**src/core/stc_pkg.sv**
```systemverilog
// package: register map, field positions and state types of the scan test control block
package stc_pkg;
  // ---------------------------------------------------------------
  // register byte offsets
  // ---------------------------------------------------------------
  localparam logic [7:0] OFF_CTRL = 8'h00;
  localparam logic [7:0] OFF_DIST = 8'h04;
  localparam logic [7:0] OFF_CNTA = 8'h08;
  localparam logic [7:0] OFF_CNTB = 8'h0C;
  localparam logic [7:0] OFF_REPS = 8'h10;
  localparam logic [7:0] OFF_STIM = 8'h14;
  localparam logic [7:0] OFF_RESP = 8'h18;
  // ---------------------------------------------------------------
  // test_control field positions
  // ---------------------------------------------------------------
  localparam int B_ETM = 0;
  localparam int B_AUTO = 1;
  localparam int B_SHIFT = 2;
  localparam int B_CONT = 3;
  localparam int B_ACT = 4;
  localparam int B_RSEL = 9;
  localparam int B_QSEL = 10;
  localparam int B_PCONN = 11;
  localparam int B_IMB = 12;
  localparam int B_COMP = 13;
  localparam int B_ARMED = 14;
  localparam int B_BUSY = 15;
  // ---------------------------------------------------------------
  // test_distributed_config field positions
  // ---------------------------------------------------------------
  localparam int B_BCFG = 0;
  localparam int B_BUP = 1;
  localparam int B_ACFG = 4;
  localparam int B_AUP = 5;
  localparam int B_WAIT = 8;
  // ---------------------------------------------------------------
  // timing, answers, reset values
  // ---------------------------------------------------------------
  localparam int WAIT_STEP = 2;
  localparam logic [1:0] RESP_OKAY = 2'h0;
  localparam logic [1:0] RESP_SLVERR = 2'h2;
  localparam logic [15:0] DIST_RST = 16'h0000;

  typedef enum logic [1:0] {SEQ_IDLE, SEQ_SHIFT, SEQ_WAIT} stc_seq_t;

  typedef struct packed {
    logic awvalid;
    logic [7:0] awaddr;
    logic wvalid;
    logic [31:0] wdata;
    logic [3:0] wstrb;
    logic bready;
    logic arvalid;
    logic [7:0] araddr;
    logic rready;
  } stc_axi_req_t;

  typedef struct packed {
    logic awready;
    logic wready;
    logic bvalid;
    logic [1:0] bresp;
    logic arready;
    logic rvalid;
    logic [31:0] rdata;
    logic [1:0] rresp;
  } stc_axi_rsp_t;

  typedef struct packed {
    logic stim_line;
    logic sce_a;
    logic sce_b;
    logic act_line;
    logic quot_pin;
    logic test_mode;
    logic proc_conn;
    logic self_reset;
  } stc_scan_out_t;

  typedef struct packed {
    logic tme1;
    logic tme2;
    logic irq1;
    logic irq2;
    stc_axi_rsp_t rsp;
    logic aw_held;
    logic w_held;
    logic [7:0] awaddr;
    logic [31:0] wdata;
    logic [3:0] wstrb;
  } stc_io_t;

  typedef struct packed {
    logic etm_done;
    logic auto_go;
    logic shift_go;
    logic cont;
    logic rsel;
    logic qsel;
    logic pconn;
    logic imb;
    logic busy;
    logic [2:0] wait_pre;
    logic a_cfg;
    logic b_cfg;
    logic [18:0] stimulus_shift_reg;
    logic [18:0] response_shift_reg;
    logic [7:0] cnt_a_ld;
    logic [7:0] cnt_b_ld;
    logic [7:0] cnt_a;
    logic [7:0] cnt_b;
    logic [15:0] reps;
    logic [4:0] wait_cnt;
    stc_seq_t seq;
    stc_scan_out_t so;
  } stc_core_t;

  typedef struct packed {
    stc_io_t io;
    stc_core_t c;
  } stc_state_t;

  localparam stc_core_t CORE_RST = '0;
  localparam stc_state_t STATE_RST = '0;
endpackage : stc_pkg

```
**src/core/stc_ctrl.sv**
```systemverilog
// scan test control: entry gating, control/config registers, shift and automatic sequencing
//
// The implementer's own choices: the register addresses and register access over AXI4-Lite.
`timescale 1ns/1ps
`default_nettype none

module stc_ctrl #(
  parameter logic [18:0] GOOD_SIG = 19'h00000,
  parameter logic [18:0] A_TAPS = 19'h40027,
  parameter logic [18:0] B_TAPS = 19'h40027
) (
  input wire logic SYS_CLK,
  input wire logic RESET_N,
  input wire stc_pkg::stc_axi_req_t AXI_REQ,
  output var stc_pkg::stc_axi_rsp_t AXI_RSP,
  input wire logic TEST_MODE_ENABLE_PIN_N,
  input wire logic EXT_IRQ_PIN,
  input wire logic RESPONSE_SCAN_LINE,
  input wire logic FREEZE_STATUS,
  output var stc_pkg::stc_scan_out_t SCAN_OUT
);
  import stc_pkg::*;

  // ---------------------------------------------------------------
  // state
  // ---------------------------------------------------------------
  stc_state_t q_r;
  stc_state_t q_nxt;
  logic armed;
  logic srst;
  logic wr;
  logic rd;
  logic sw_shift;
  logic b_in;
  logic [15:0] wmask;
  logic [15:0] wd;
  logic [15:0] ctl_rd;
  logic [15:0] dst_rd;
  logic [15:0] cw;
  logic [15:0] dw;
  logic [15:0] reps_dec;

  assign AXI_RSP = q_r.io.rsp;
  assign SCAN_OUT = q_r.c.so;

  // ---------------------------------------------------------------
  // read views
  // ---------------------------------------------------------------
  always_comb begin
    armed = !q_r.io.tme2;
    ctl_rd = '0;
    ctl_rd[B_ETM] = q_r.c.so.test_mode;
    ctl_rd[B_AUTO] = q_r.c.auto_go;
    ctl_rd[B_SHIFT] = q_r.c.shift_go;
    ctl_rd[B_CONT] = q_r.c.cont;
    ctl_rd[B_RSEL] = q_r.c.rsel;
    ctl_rd[B_QSEL] = q_r.c.qsel & q_r.c.so.test_mode;
    ctl_rd[B_PCONN] = q_r.c.pconn;
    ctl_rd[B_IMB] = q_r.c.imb & q_r.c.so.test_mode;
    ctl_rd[B_COMP] = (q_r.c.response_shift_reg == GOOD_SIG);
    ctl_rd[B_ARMED] = armed;
    ctl_rd[B_BUSY] = q_r.c.busy;
    dst_rd = DIST_RST;
    dst_rd[B_WAIT+:3] = q_r.c.wait_pre;
    dst_rd[B_AUP+:3] = q_r.c.stimulus_shift_reg[18:16];
    dst_rd[B_ACFG] = q_r.c.a_cfg;
    dst_rd[B_BUP+:3] = q_r.c.response_shift_reg[18:16];
    dst_rd[B_BCFG] = q_r.c.b_cfg;
  end

  // ---------------------------------------------------------------
  // next state
  // ---------------------------------------------------------------
  always_comb begin
    q_nxt = q_r;
    sw_shift = 1'b0;
    reps_dec = q_r.c.reps - 16'h0001;
    q_nxt.io.tme1 = TEST_MODE_ENABLE_PIN_N;
    q_nxt.io.tme2 = q_r.io.tme1;
    q_nxt.io.irq1 = EXT_IRQ_PIN;
    q_nxt.io.irq2 = q_r.io.irq1;
    q_nxt.c.so.act_line = 1'b0;
    q_nxt.c.so.self_reset = 1'b0;
    // write channel capture, address and data in either order
    if (AXI_REQ.awvalid && q_r.io.rsp.awready) begin
      q_nxt.io.aw_held = 1'b1;
      q_nxt.io.awaddr = AXI_REQ.awaddr;
    end
    if (AXI_REQ.wvalid && q_r.io.rsp.wready) begin
      q_nxt.io.w_held = 1'b1;
      q_nxt.io.wdata = AXI_REQ.wdata;
      q_nxt.io.wstrb = AXI_REQ.wstrb;
    end
    if (q_r.io.rsp.bvalid && AXI_REQ.bready) begin
      q_nxt.io.rsp.bvalid = 1'b0;
    end
    wr = q_r.io.aw_held && q_r.io.w_held && !q_r.io.rsp.bvalid;
    wmask = {{8{q_r.io.wstrb[1]}}, {8{q_r.io.wstrb[0]}}};
    wd = q_r.io.wdata[15:0];
    cw = (ctl_rd & ~wmask) | (wd & wmask);
    dw = (dst_rd & ~wmask) | (wd & wmask);
    if (wr) begin
      q_nxt.io.aw_held = 1'b0;
      q_nxt.io.w_held = 1'b0;
      q_nxt.io.rsp.bvalid = 1'b1;
      q_nxt.io.rsp.bresp = RESP_OKAY;
      case (q_r.io.awaddr)
        OFF_CTRL: begin
          if (wmask[B_ETM] && !q_r.c.etm_done) begin
            q_nxt.c.etm_done = 1'b1;
            q_nxt.c.so.test_mode = cw[B_ETM] & armed;
          end
          if (wmask[0]) begin
            q_nxt.c.auto_go = cw[B_AUTO];
            sw_shift = cw[B_SHIFT];
            q_nxt.c.shift_go = q_r.c.shift_go | cw[B_SHIFT];
            q_nxt.c.cont = cw[B_CONT];
            q_nxt.c.so.act_line = cw[B_ACT];
          end
          if (wmask[8] && q_r.c.so.test_mode) begin
            q_nxt.c.rsel = cw[B_RSEL];
            q_nxt.c.qsel = cw[B_QSEL];
            q_nxt.c.pconn = cw[B_PCONN];
            q_nxt.c.imb = cw[B_IMB];
          end
        end
        OFF_DIST: begin
          q_nxt.c.wait_pre = dw[B_WAIT+:3];
          q_nxt.c.stimulus_shift_reg[18:16] = dw[B_AUP+:3];
          q_nxt.c.a_cfg = dw[B_ACFG];
          q_nxt.c.response_shift_reg[18:16] = dw[B_BUP+:3];
          q_nxt.c.b_cfg = dw[B_BCFG];
        end
        OFF_CNTA: begin
          if (wmask[0]) begin
            q_nxt.c.cnt_a_ld = wd[7:0];
          end
        end
        OFF_CNTB: begin
          if (wmask[0]) begin
            q_nxt.c.cnt_b_ld = wd[7:0];
          end
        end
        OFF_REPS: q_nxt.c.reps = (q_r.c.reps & ~wmask) | (wd & wmask);
        OFF_STIM: q_nxt.c.stimulus_shift_reg[15:0] = (q_r.c.stimulus_shift_reg[15:0] & ~wmask) | (wd & wmask);
        OFF_RESP: q_nxt.c.response_shift_reg[15:0] = (q_r.c.response_shift_reg[15:0] & ~wmask) | (wd & wmask);
        default: q_nxt.io.rsp.bresp = RESP_SLVERR;
      endcase
    end
    // read channel, answer one cycle after the address is taken
    rd = AXI_REQ.arvalid && q_r.io.rsp.arready;
    if (q_r.io.rsp.rvalid && AXI_REQ.rready) begin
      q_nxt.io.rsp.rvalid = 1'b0;
    end
    if (rd) begin
      q_nxt.io.rsp.rvalid = 1'b1;
      q_nxt.io.rsp.rresp = RESP_OKAY;
      q_nxt.io.rsp.rdata = '0;
      case (AXI_REQ.araddr)
        OFF_CTRL: q_nxt.io.rsp.rdata[15:0] = ctl_rd;
        OFF_DIST: q_nxt.io.rsp.rdata[15:0] = dst_rd;
        OFF_CNTA: q_nxt.io.rsp.rdata[7:0] = q_r.c.cnt_a_ld;
        OFF_CNTB: q_nxt.io.rsp.rdata[7:0] = q_r.c.cnt_b_ld;
        OFF_REPS: q_nxt.io.rsp.rdata[15:0] = q_r.c.reps;
        OFF_STIM: q_nxt.io.rsp.rdata[15:0] = q_r.c.stimulus_shift_reg[15:0];
        OFF_RESP: q_nxt.io.rsp.rdata[15:0] = q_r.c.response_shift_reg[15:0];
        default: q_nxt.io.rsp.rresp = RESP_SLVERR;
      endcase
    end

    // -------------------------------------------------------------
    // shifting: stimulus out, response in
    // -------------------------------------------------------------
    b_in = q_r.c.imb ? (q_r.c.rsel ? q_r.io.irq2 : RESPONSE_SCAN_LINE) : q_r.c.stimulus_shift_reg[0];
    if (q_r.c.seq == SEQ_SHIFT && q_r.c.cnt_a != 8'h00) begin
      q_nxt.c.cnt_a = q_r.c.cnt_a - 8'h01;
      if (q_r.c.a_cfg) begin
        q_nxt.c.stimulus_shift_reg = {^(q_r.c.stimulus_shift_reg & A_TAPS), q_r.c.stimulus_shift_reg[18:1]};
      end else begin
        q_nxt.c.stimulus_shift_reg[15:0] = {1'b0, q_r.c.stimulus_shift_reg[15:1]};
      end
    end
    if ((q_r.c.seq == SEQ_SHIFT && q_r.c.cnt_b != 8'h00) || q_r.c.cont) begin
      if (q_r.c.seq == SEQ_SHIFT && q_r.c.cnt_b != 8'h00) begin
        q_nxt.c.cnt_b = q_r.c.cnt_b - 8'h01;
      end
      if (q_r.c.b_cfg) begin
        q_nxt.c.response_shift_reg = {b_in ^ (^(q_r.c.response_shift_reg & B_TAPS)), q_r.c.response_shift_reg[18:1]};
      end else begin
        q_nxt.c.response_shift_reg[15:0] = {b_in, q_r.c.response_shift_reg[15:1]};
      end
    end

    // -------------------------------------------------------------
    // sequencing
    // -------------------------------------------------------------
    case (q_r.c.seq)
      SEQ_IDLE: begin
        if (q_nxt.c.shift_go || q_nxt.c.auto_go) begin
          q_nxt.c.seq = SEQ_SHIFT;
          q_nxt.c.cnt_a = q_r.c.cnt_a_ld;
          q_nxt.c.cnt_b = q_r.c.cnt_b_ld;
        end
      end
      SEQ_SHIFT: begin
        if (q_r.c.cnt_a == 8'h00 && q_r.c.cnt_b == 8'h00) begin
          q_nxt.c.shift_go = sw_shift;
          q_nxt.c.seq = SEQ_IDLE;
          if (q_r.c.auto_go) begin
            // a zero reps count is treated as one vector, never wraps
            q_nxt.c.reps = (q_r.c.reps == 16'h0000) ? 16'h0000 : reps_dec;
            if (q_r.c.reps > 16'h0001) begin
              q_nxt.c.so.act_line = 1'b1;
              q_nxt.c.wait_cnt = 5'((32'(q_r.c.wait_pre) + 1) * WAIT_STEP);
              q_nxt.c.seq = SEQ_WAIT;
            end else begin
              q_nxt.c.auto_go = 1'b0;
            end
          end
        end
      end
      SEQ_WAIT: begin
        if (q_r.c.wait_cnt <= 5'h01) begin
          q_nxt.c.seq = SEQ_SHIFT;
          q_nxt.c.cnt_a = q_r.c.cnt_a_ld;
          q_nxt.c.cnt_b = q_r.c.cnt_b_ld;
        end else begin
          q_nxt.c.wait_cnt = q_r.c.wait_cnt - 5'h01;
        end
        // software dropping the auto bit ends the run at once, without waiting out the count
        if (!q_nxt.c.auto_go) begin
          q_nxt.c.seq = SEQ_IDLE;
        end
      end
      default: q_nxt.c.seq = SEQ_IDLE;
    endcase

    // -------------------------------------------------------------
    // registered outputs
    // -------------------------------------------------------------
    q_nxt.c.busy = (q_nxt.c.seq != SEQ_IDLE) || q_nxt.c.cont || q_nxt.c.auto_go;
    q_nxt.c.so.sce_a = (q_nxt.c.seq == SEQ_SHIFT) && (q_nxt.c.cnt_a != 8'h00);
    q_nxt.c.so.sce_b = ((q_nxt.c.seq == SEQ_SHIFT) && (q_nxt.c.cnt_b != 8'h00)) || q_nxt.c.cont;
    q_nxt.c.so.stim_line = q_nxt.c.imb & q_nxt.c.stimulus_shift_reg[0];
    q_nxt.c.so.quot_pin = (q_nxt.c.so.test_mode && q_nxt.c.qsel) ? q_nxt.c.response_shift_reg[0] : FREEZE_STATUS;
    q_nxt.c.so.proc_conn = q_nxt.c.pconn;
    // the bus side survives the self reset so a pending answer is not lost
    srst = q_r.c.so.test_mode && q_r.io.tme2;
    if (srst) begin
      q_nxt.c = CORE_RST;
      q_nxt.c.so.self_reset = 1'b1;
      q_nxt.c.so.quot_pin = FREEZE_STATUS;
    end
    q_nxt.io.rsp.awready = !q_nxt.io.aw_held && !q_nxt.io.rsp.bvalid;
    q_nxt.io.rsp.wready = !q_nxt.io.w_held && !q_nxt.io.rsp.bvalid;
    q_nxt.io.rsp.arready = !q_nxt.io.rsp.rvalid;
  end

  always_ff @(posedge SYS_CLK or negedge RESET_N) begin
    if (!RESET_N) begin
      q_r <= STATE_RST;
    end else begin
      q_r <= q_nxt;
    end
  end
endmodule : stc_ctrl

`default_nettype wire

```
**config.mk**
```make
export PLATFORM = sky130hd
export DESIGN_NAME = stc_ctrl
export DESIGN_NICKNAME = d
export VERILOG_FILES = /design/src/core/stc_pkg.sv /design/src/core/stc_ctrl.sv
export SDC_FILE = /design/constraint.sdc
export NUM_CORES = 1
export LEC_CHECK = 0
export ABC_AREA = 0
export BUFFER_PORTS_ARGS = -buffer_cell sky130_fd_sc_hd__buf_2
export CAP_MARGIN = 20
export CELL_PAD_IN_SITES_DETAIL_PLACEMENT = 1
export CELL_PAD_IN_SITES_GLOBAL_PLACEMENT = 2
export CORE_UTILIZATION = 40
export DETAILED_ROUTE_END_ITERATION = 16
export PLACE_DENSITY = 0.95
export SLEW_MARGIN = 20
export SYNTH_ARGS = -nofsm -noshare
export SYNTH_HDL_FRONTEND = slang
export SYNTH_SLANG_ARGS = --single-unit
```
**constraint.sdc**
```tcl
create_clock -name SYS_CLK -period 5.2 [get_ports SYS_CLK]
set_input_delay 0 -clock SYS_CLK [delete_from_list [all_inputs] [get_ports SYS_CLK]]
set_output_delay 0 -clock SYS_CLK [all_outputs]
set_load 0.03 [all_outputs]
```
==> impl_metrics.py <==
metrics = {
    "timing": {
        "max_freq_mhz": 309,
        "min_period_over_period_pct": 62.1,
        "rsz0062_at_grt": "no",
        "setup_viol": 0,
        "finalMaxSlewViolations": 0,
        "min_period_ns": 3.23,
        "slew-limit-headroom_pct": 29.2,
        "setup_tns_ns": 0,
        "finalHoldViolCount": 0,
        "skew_ns": 0.0102,
        "worst_pin_slew_ns": 1.06,
        "worst_slack_ns": 1.97,
    },
    "logic_synthesis": {
        "async_flop_share_pct": 100,
        "synthCells": 1009,
        "synth-edff-count": 0,
        "ys_warn_count": 0,
        "yosysSeqAreaShare_pct": 44.5,
        "synth_ff_type": "dfrtp_1",
        "ys_seq_elements": 169,
        "synth_cell_types": 72,
        "syn-cell-area_mm2": 0.00951,
        "postSynthAreaPerCell_um2": 9.43,
    },
    "hold_path": {
        "min_from": "AXI_REQ[9]",
        "min_path_type": "input pin to register",
        "hold-path-cell-count": 3,
        "min_to": "AXI_RSP[11]",
    },
    "finish": {
        "design_area_mm2": 0.0109,
        "drive_above_1_share_pct": 15.9,
        "regArea_mm2": 0.00423,
        "syn2layout_area_growth_pct": 14.6,
        "nNetsFinal": 1147,
        "layout_common_cells": "169 x dfrtp_1, 148 x nor2_1, 74 x buf_2, 66 x nand2_1, 64 x mux2i_1",
        "multi_input_area_mm2": 0.00472,
        "layout_commonest_cell": "dfrtp_1",
        "n_fill_cell": 2690,
        "antenna_cells": 0,
    },
    "worst_setup_path": {
        "cp_max_fo": 22,
        "r2r-start": "AXI_RSP[38]",
        "critPathCaptureType": "register",
        "startpoint": "AXI_RSP[38]",
        "worstReg2RegEnd": "SCAN_OUT[6]",
        "critPathLaunchType": "register",
        "crit_type": "register to register",
        "r2r_slack_ns": 1.97,
        "cp_data_required_time_ns": 5.48,
        "cp_data_arrival_time_ns": 3.51,
        "r2r_cells": 8,
    },
    "global_routing": {
        "grt_pass1_wl_um": 48300,
        "antenna_found_initial": 0,
        "gr-total-overflow": 0,
        "grt_usage_pct": 26.2,
        "grt_max_degree": 75,
        "grt_pass1_vias": 8440,
    },
    "drt": {
        "met3WireLength_um": 1680,
        "m1WireLength_um": 13800,
        "highest_layer": "met4",
        "drtIter0Drc": 620,
        "drc_errors": 0,
        "first_pass_iters": 5,
        "routed-wl-met2_um": 14300,
        "wl_per_cell_um": 21.6,
        "via_per_inst": 5.85,
        "wirelength_um": 30400,
        "antenna_left": 0,
        "vias": 8233,
    },
    "floorplanning": {
        "die_w_um": 156,
        "dieHeight_um": 156,
        "rows": 56,
        "core_mm2": 0.0234,
        "pin_count": 112,
        "initial_utilization_pct": 40.6,
        "die-area_mm2": 0.0244,
    },
    "clock_tree": {
        "clk_pin_slew_ns": 0.07,
        "numCtsBuffers": 17,
        "post_cts_buffers": 0,
        "cts_tree": "yes",
        "clk-insertion-delay-late_ns": 0.44,
        "cts-root-buf": "clkbuf_16",
        "clkSinkCount": 169,
        "clk_path_buf_depth": 2,
        "htree_levels": 4,
    },
    "place": {
        "dpl.hpwl_um": 20900,
        "dp_slack_ns": 2.03,
        "portBuffers": 75,
        "gp_congestion": 0.905,
        "post_dp_cell_area_mm2": 0.00993,
    },
    "pwr": {
        "vdd_drop_max_v": 0.000304,
        "p_leak_nw": 5.10,
        "cellPowerDensity_mw_per_mm2": 491,
    },
    "status": {
        "status": "finished, final reports clean",
    },
    "run": {
        "drv_cap": 0,
    },
}
==> critical path, stage by stage (launching register included) <==
cell and delay [ns]:
dfrtp_1 0.39, and3b_1 0.80, nand4_1 0.18, buf_4 0.22, mux2i_1 0.21, o221ai_2 0.30, buf_4 0.32, a2111oi_0 0.53
a211oi_1 0.12
==> logic make-up after synthesis <==
logic type / Yosys count / share of synthesized area (%)
other cells: 1 / 0.0394
buf+inv: 121 / 6.84
xor+xnor: 25 / 2.30
mux: 93 / 10.2
compound gates: 224 / 16.0
fa+ha+maj: 9 / 1.18
simple gates: 367 / 19.0
flops: 169 / 44.5
==> report_power, final <==
part	leakage (nW)	switching [W]	internal [W]	total [W]
registers	2.10	0.000566	0.00168	0.00225
logic	2.71	0.00104	0.000772	0.00181
clock network	0.289	0.000597	0.000700	0.00130
==> how the worst max path moves through the flow <==
stage	end	slack [ns]	depth (start not counted)
floorplan	ctl_rd[15]	2.57	8
CTS	SCAN_OUT[6]	2.03	8
global route	SCAN_OUT[5]	1.74	8
finish	SCAN_OUT[6]	1.97	8
global placement	SCAN_OUT[6]	2.16	8
detailed placement	SCAN_OUT[6]	2.03	8
==> metal layers <==
metal | vias up | GRT usage (%)
met1 | 4213 | 36.1
li1 | 3704 | -
met4 | 0 | 8.64
met2 | 265 | 40.9
met3 | 51 | 5.29
met5 | - | 0
==> synthesized netlist by cell type, types with 14 or more instances <==
cell        n  share of area [%]
mux2i_1    64                6.7
o21ai_0    28                1.5
clkbuf_1   43                1.7
nor3_1     20                1.1
nand2_1    66                2.6
a211oi_1   39                3.1
dfrtp_1   169                 44
nor4_1     14               0.92
xnor2_1    20                1.8
buf_4      49                3.9
a31oi_1    14               0.92
nand3_1    26                1.4
a21oi_1    53                2.8
a22oi_1    19                1.5
and2_1     15               0.99
mux2_2     29                3.4
nor2_1    149                5.9
inv_1      21               0.83
==> per-stage QoR <==
step / hold WS (ns) / std cells / power [W] / utilization [%]
final: 0.00295 / 1407 / 0.00535 / 46.6
after global routing: 0.0166 / 1407 / 0.00567 / 46.6
after CTS: 0.00370 / 1407 / 0.00532 / 46.6
after detailed placement: -0.114 / 1337 / 0.00400 / 42.5
after global placement: -0.116 / 1337 / 0.00389 / 42.4
after floorplan: -0.296 / 1026 / 0.00341 / -
==> final cells by class <==
cell class              instances  share of cell area, %
multi-input cells             736                   43.3
flip-flops and latches        169                   38.8
repair buffers                129                   8.09
clock buffers                  19                   4.16
well taps                     319                   3.66
clock inverters                13                   1.21
inverters                      22                  0.758
==> repair_timing <==
item / in CTS / in global routing
hold endpoints to repair: 66 / 0
hold buffers: 38 / 0
resized for setup: 0 / 0
==> flip-flops by register name (all words and copies together) (netlist names) <==
register / cells
dst_rd: 11
AXI_RSP: 23
SCAN_OUT: 7
q_r: 120
ctl_rd: 6
q_nxt: 2
(Power assumes the default switching activity.)
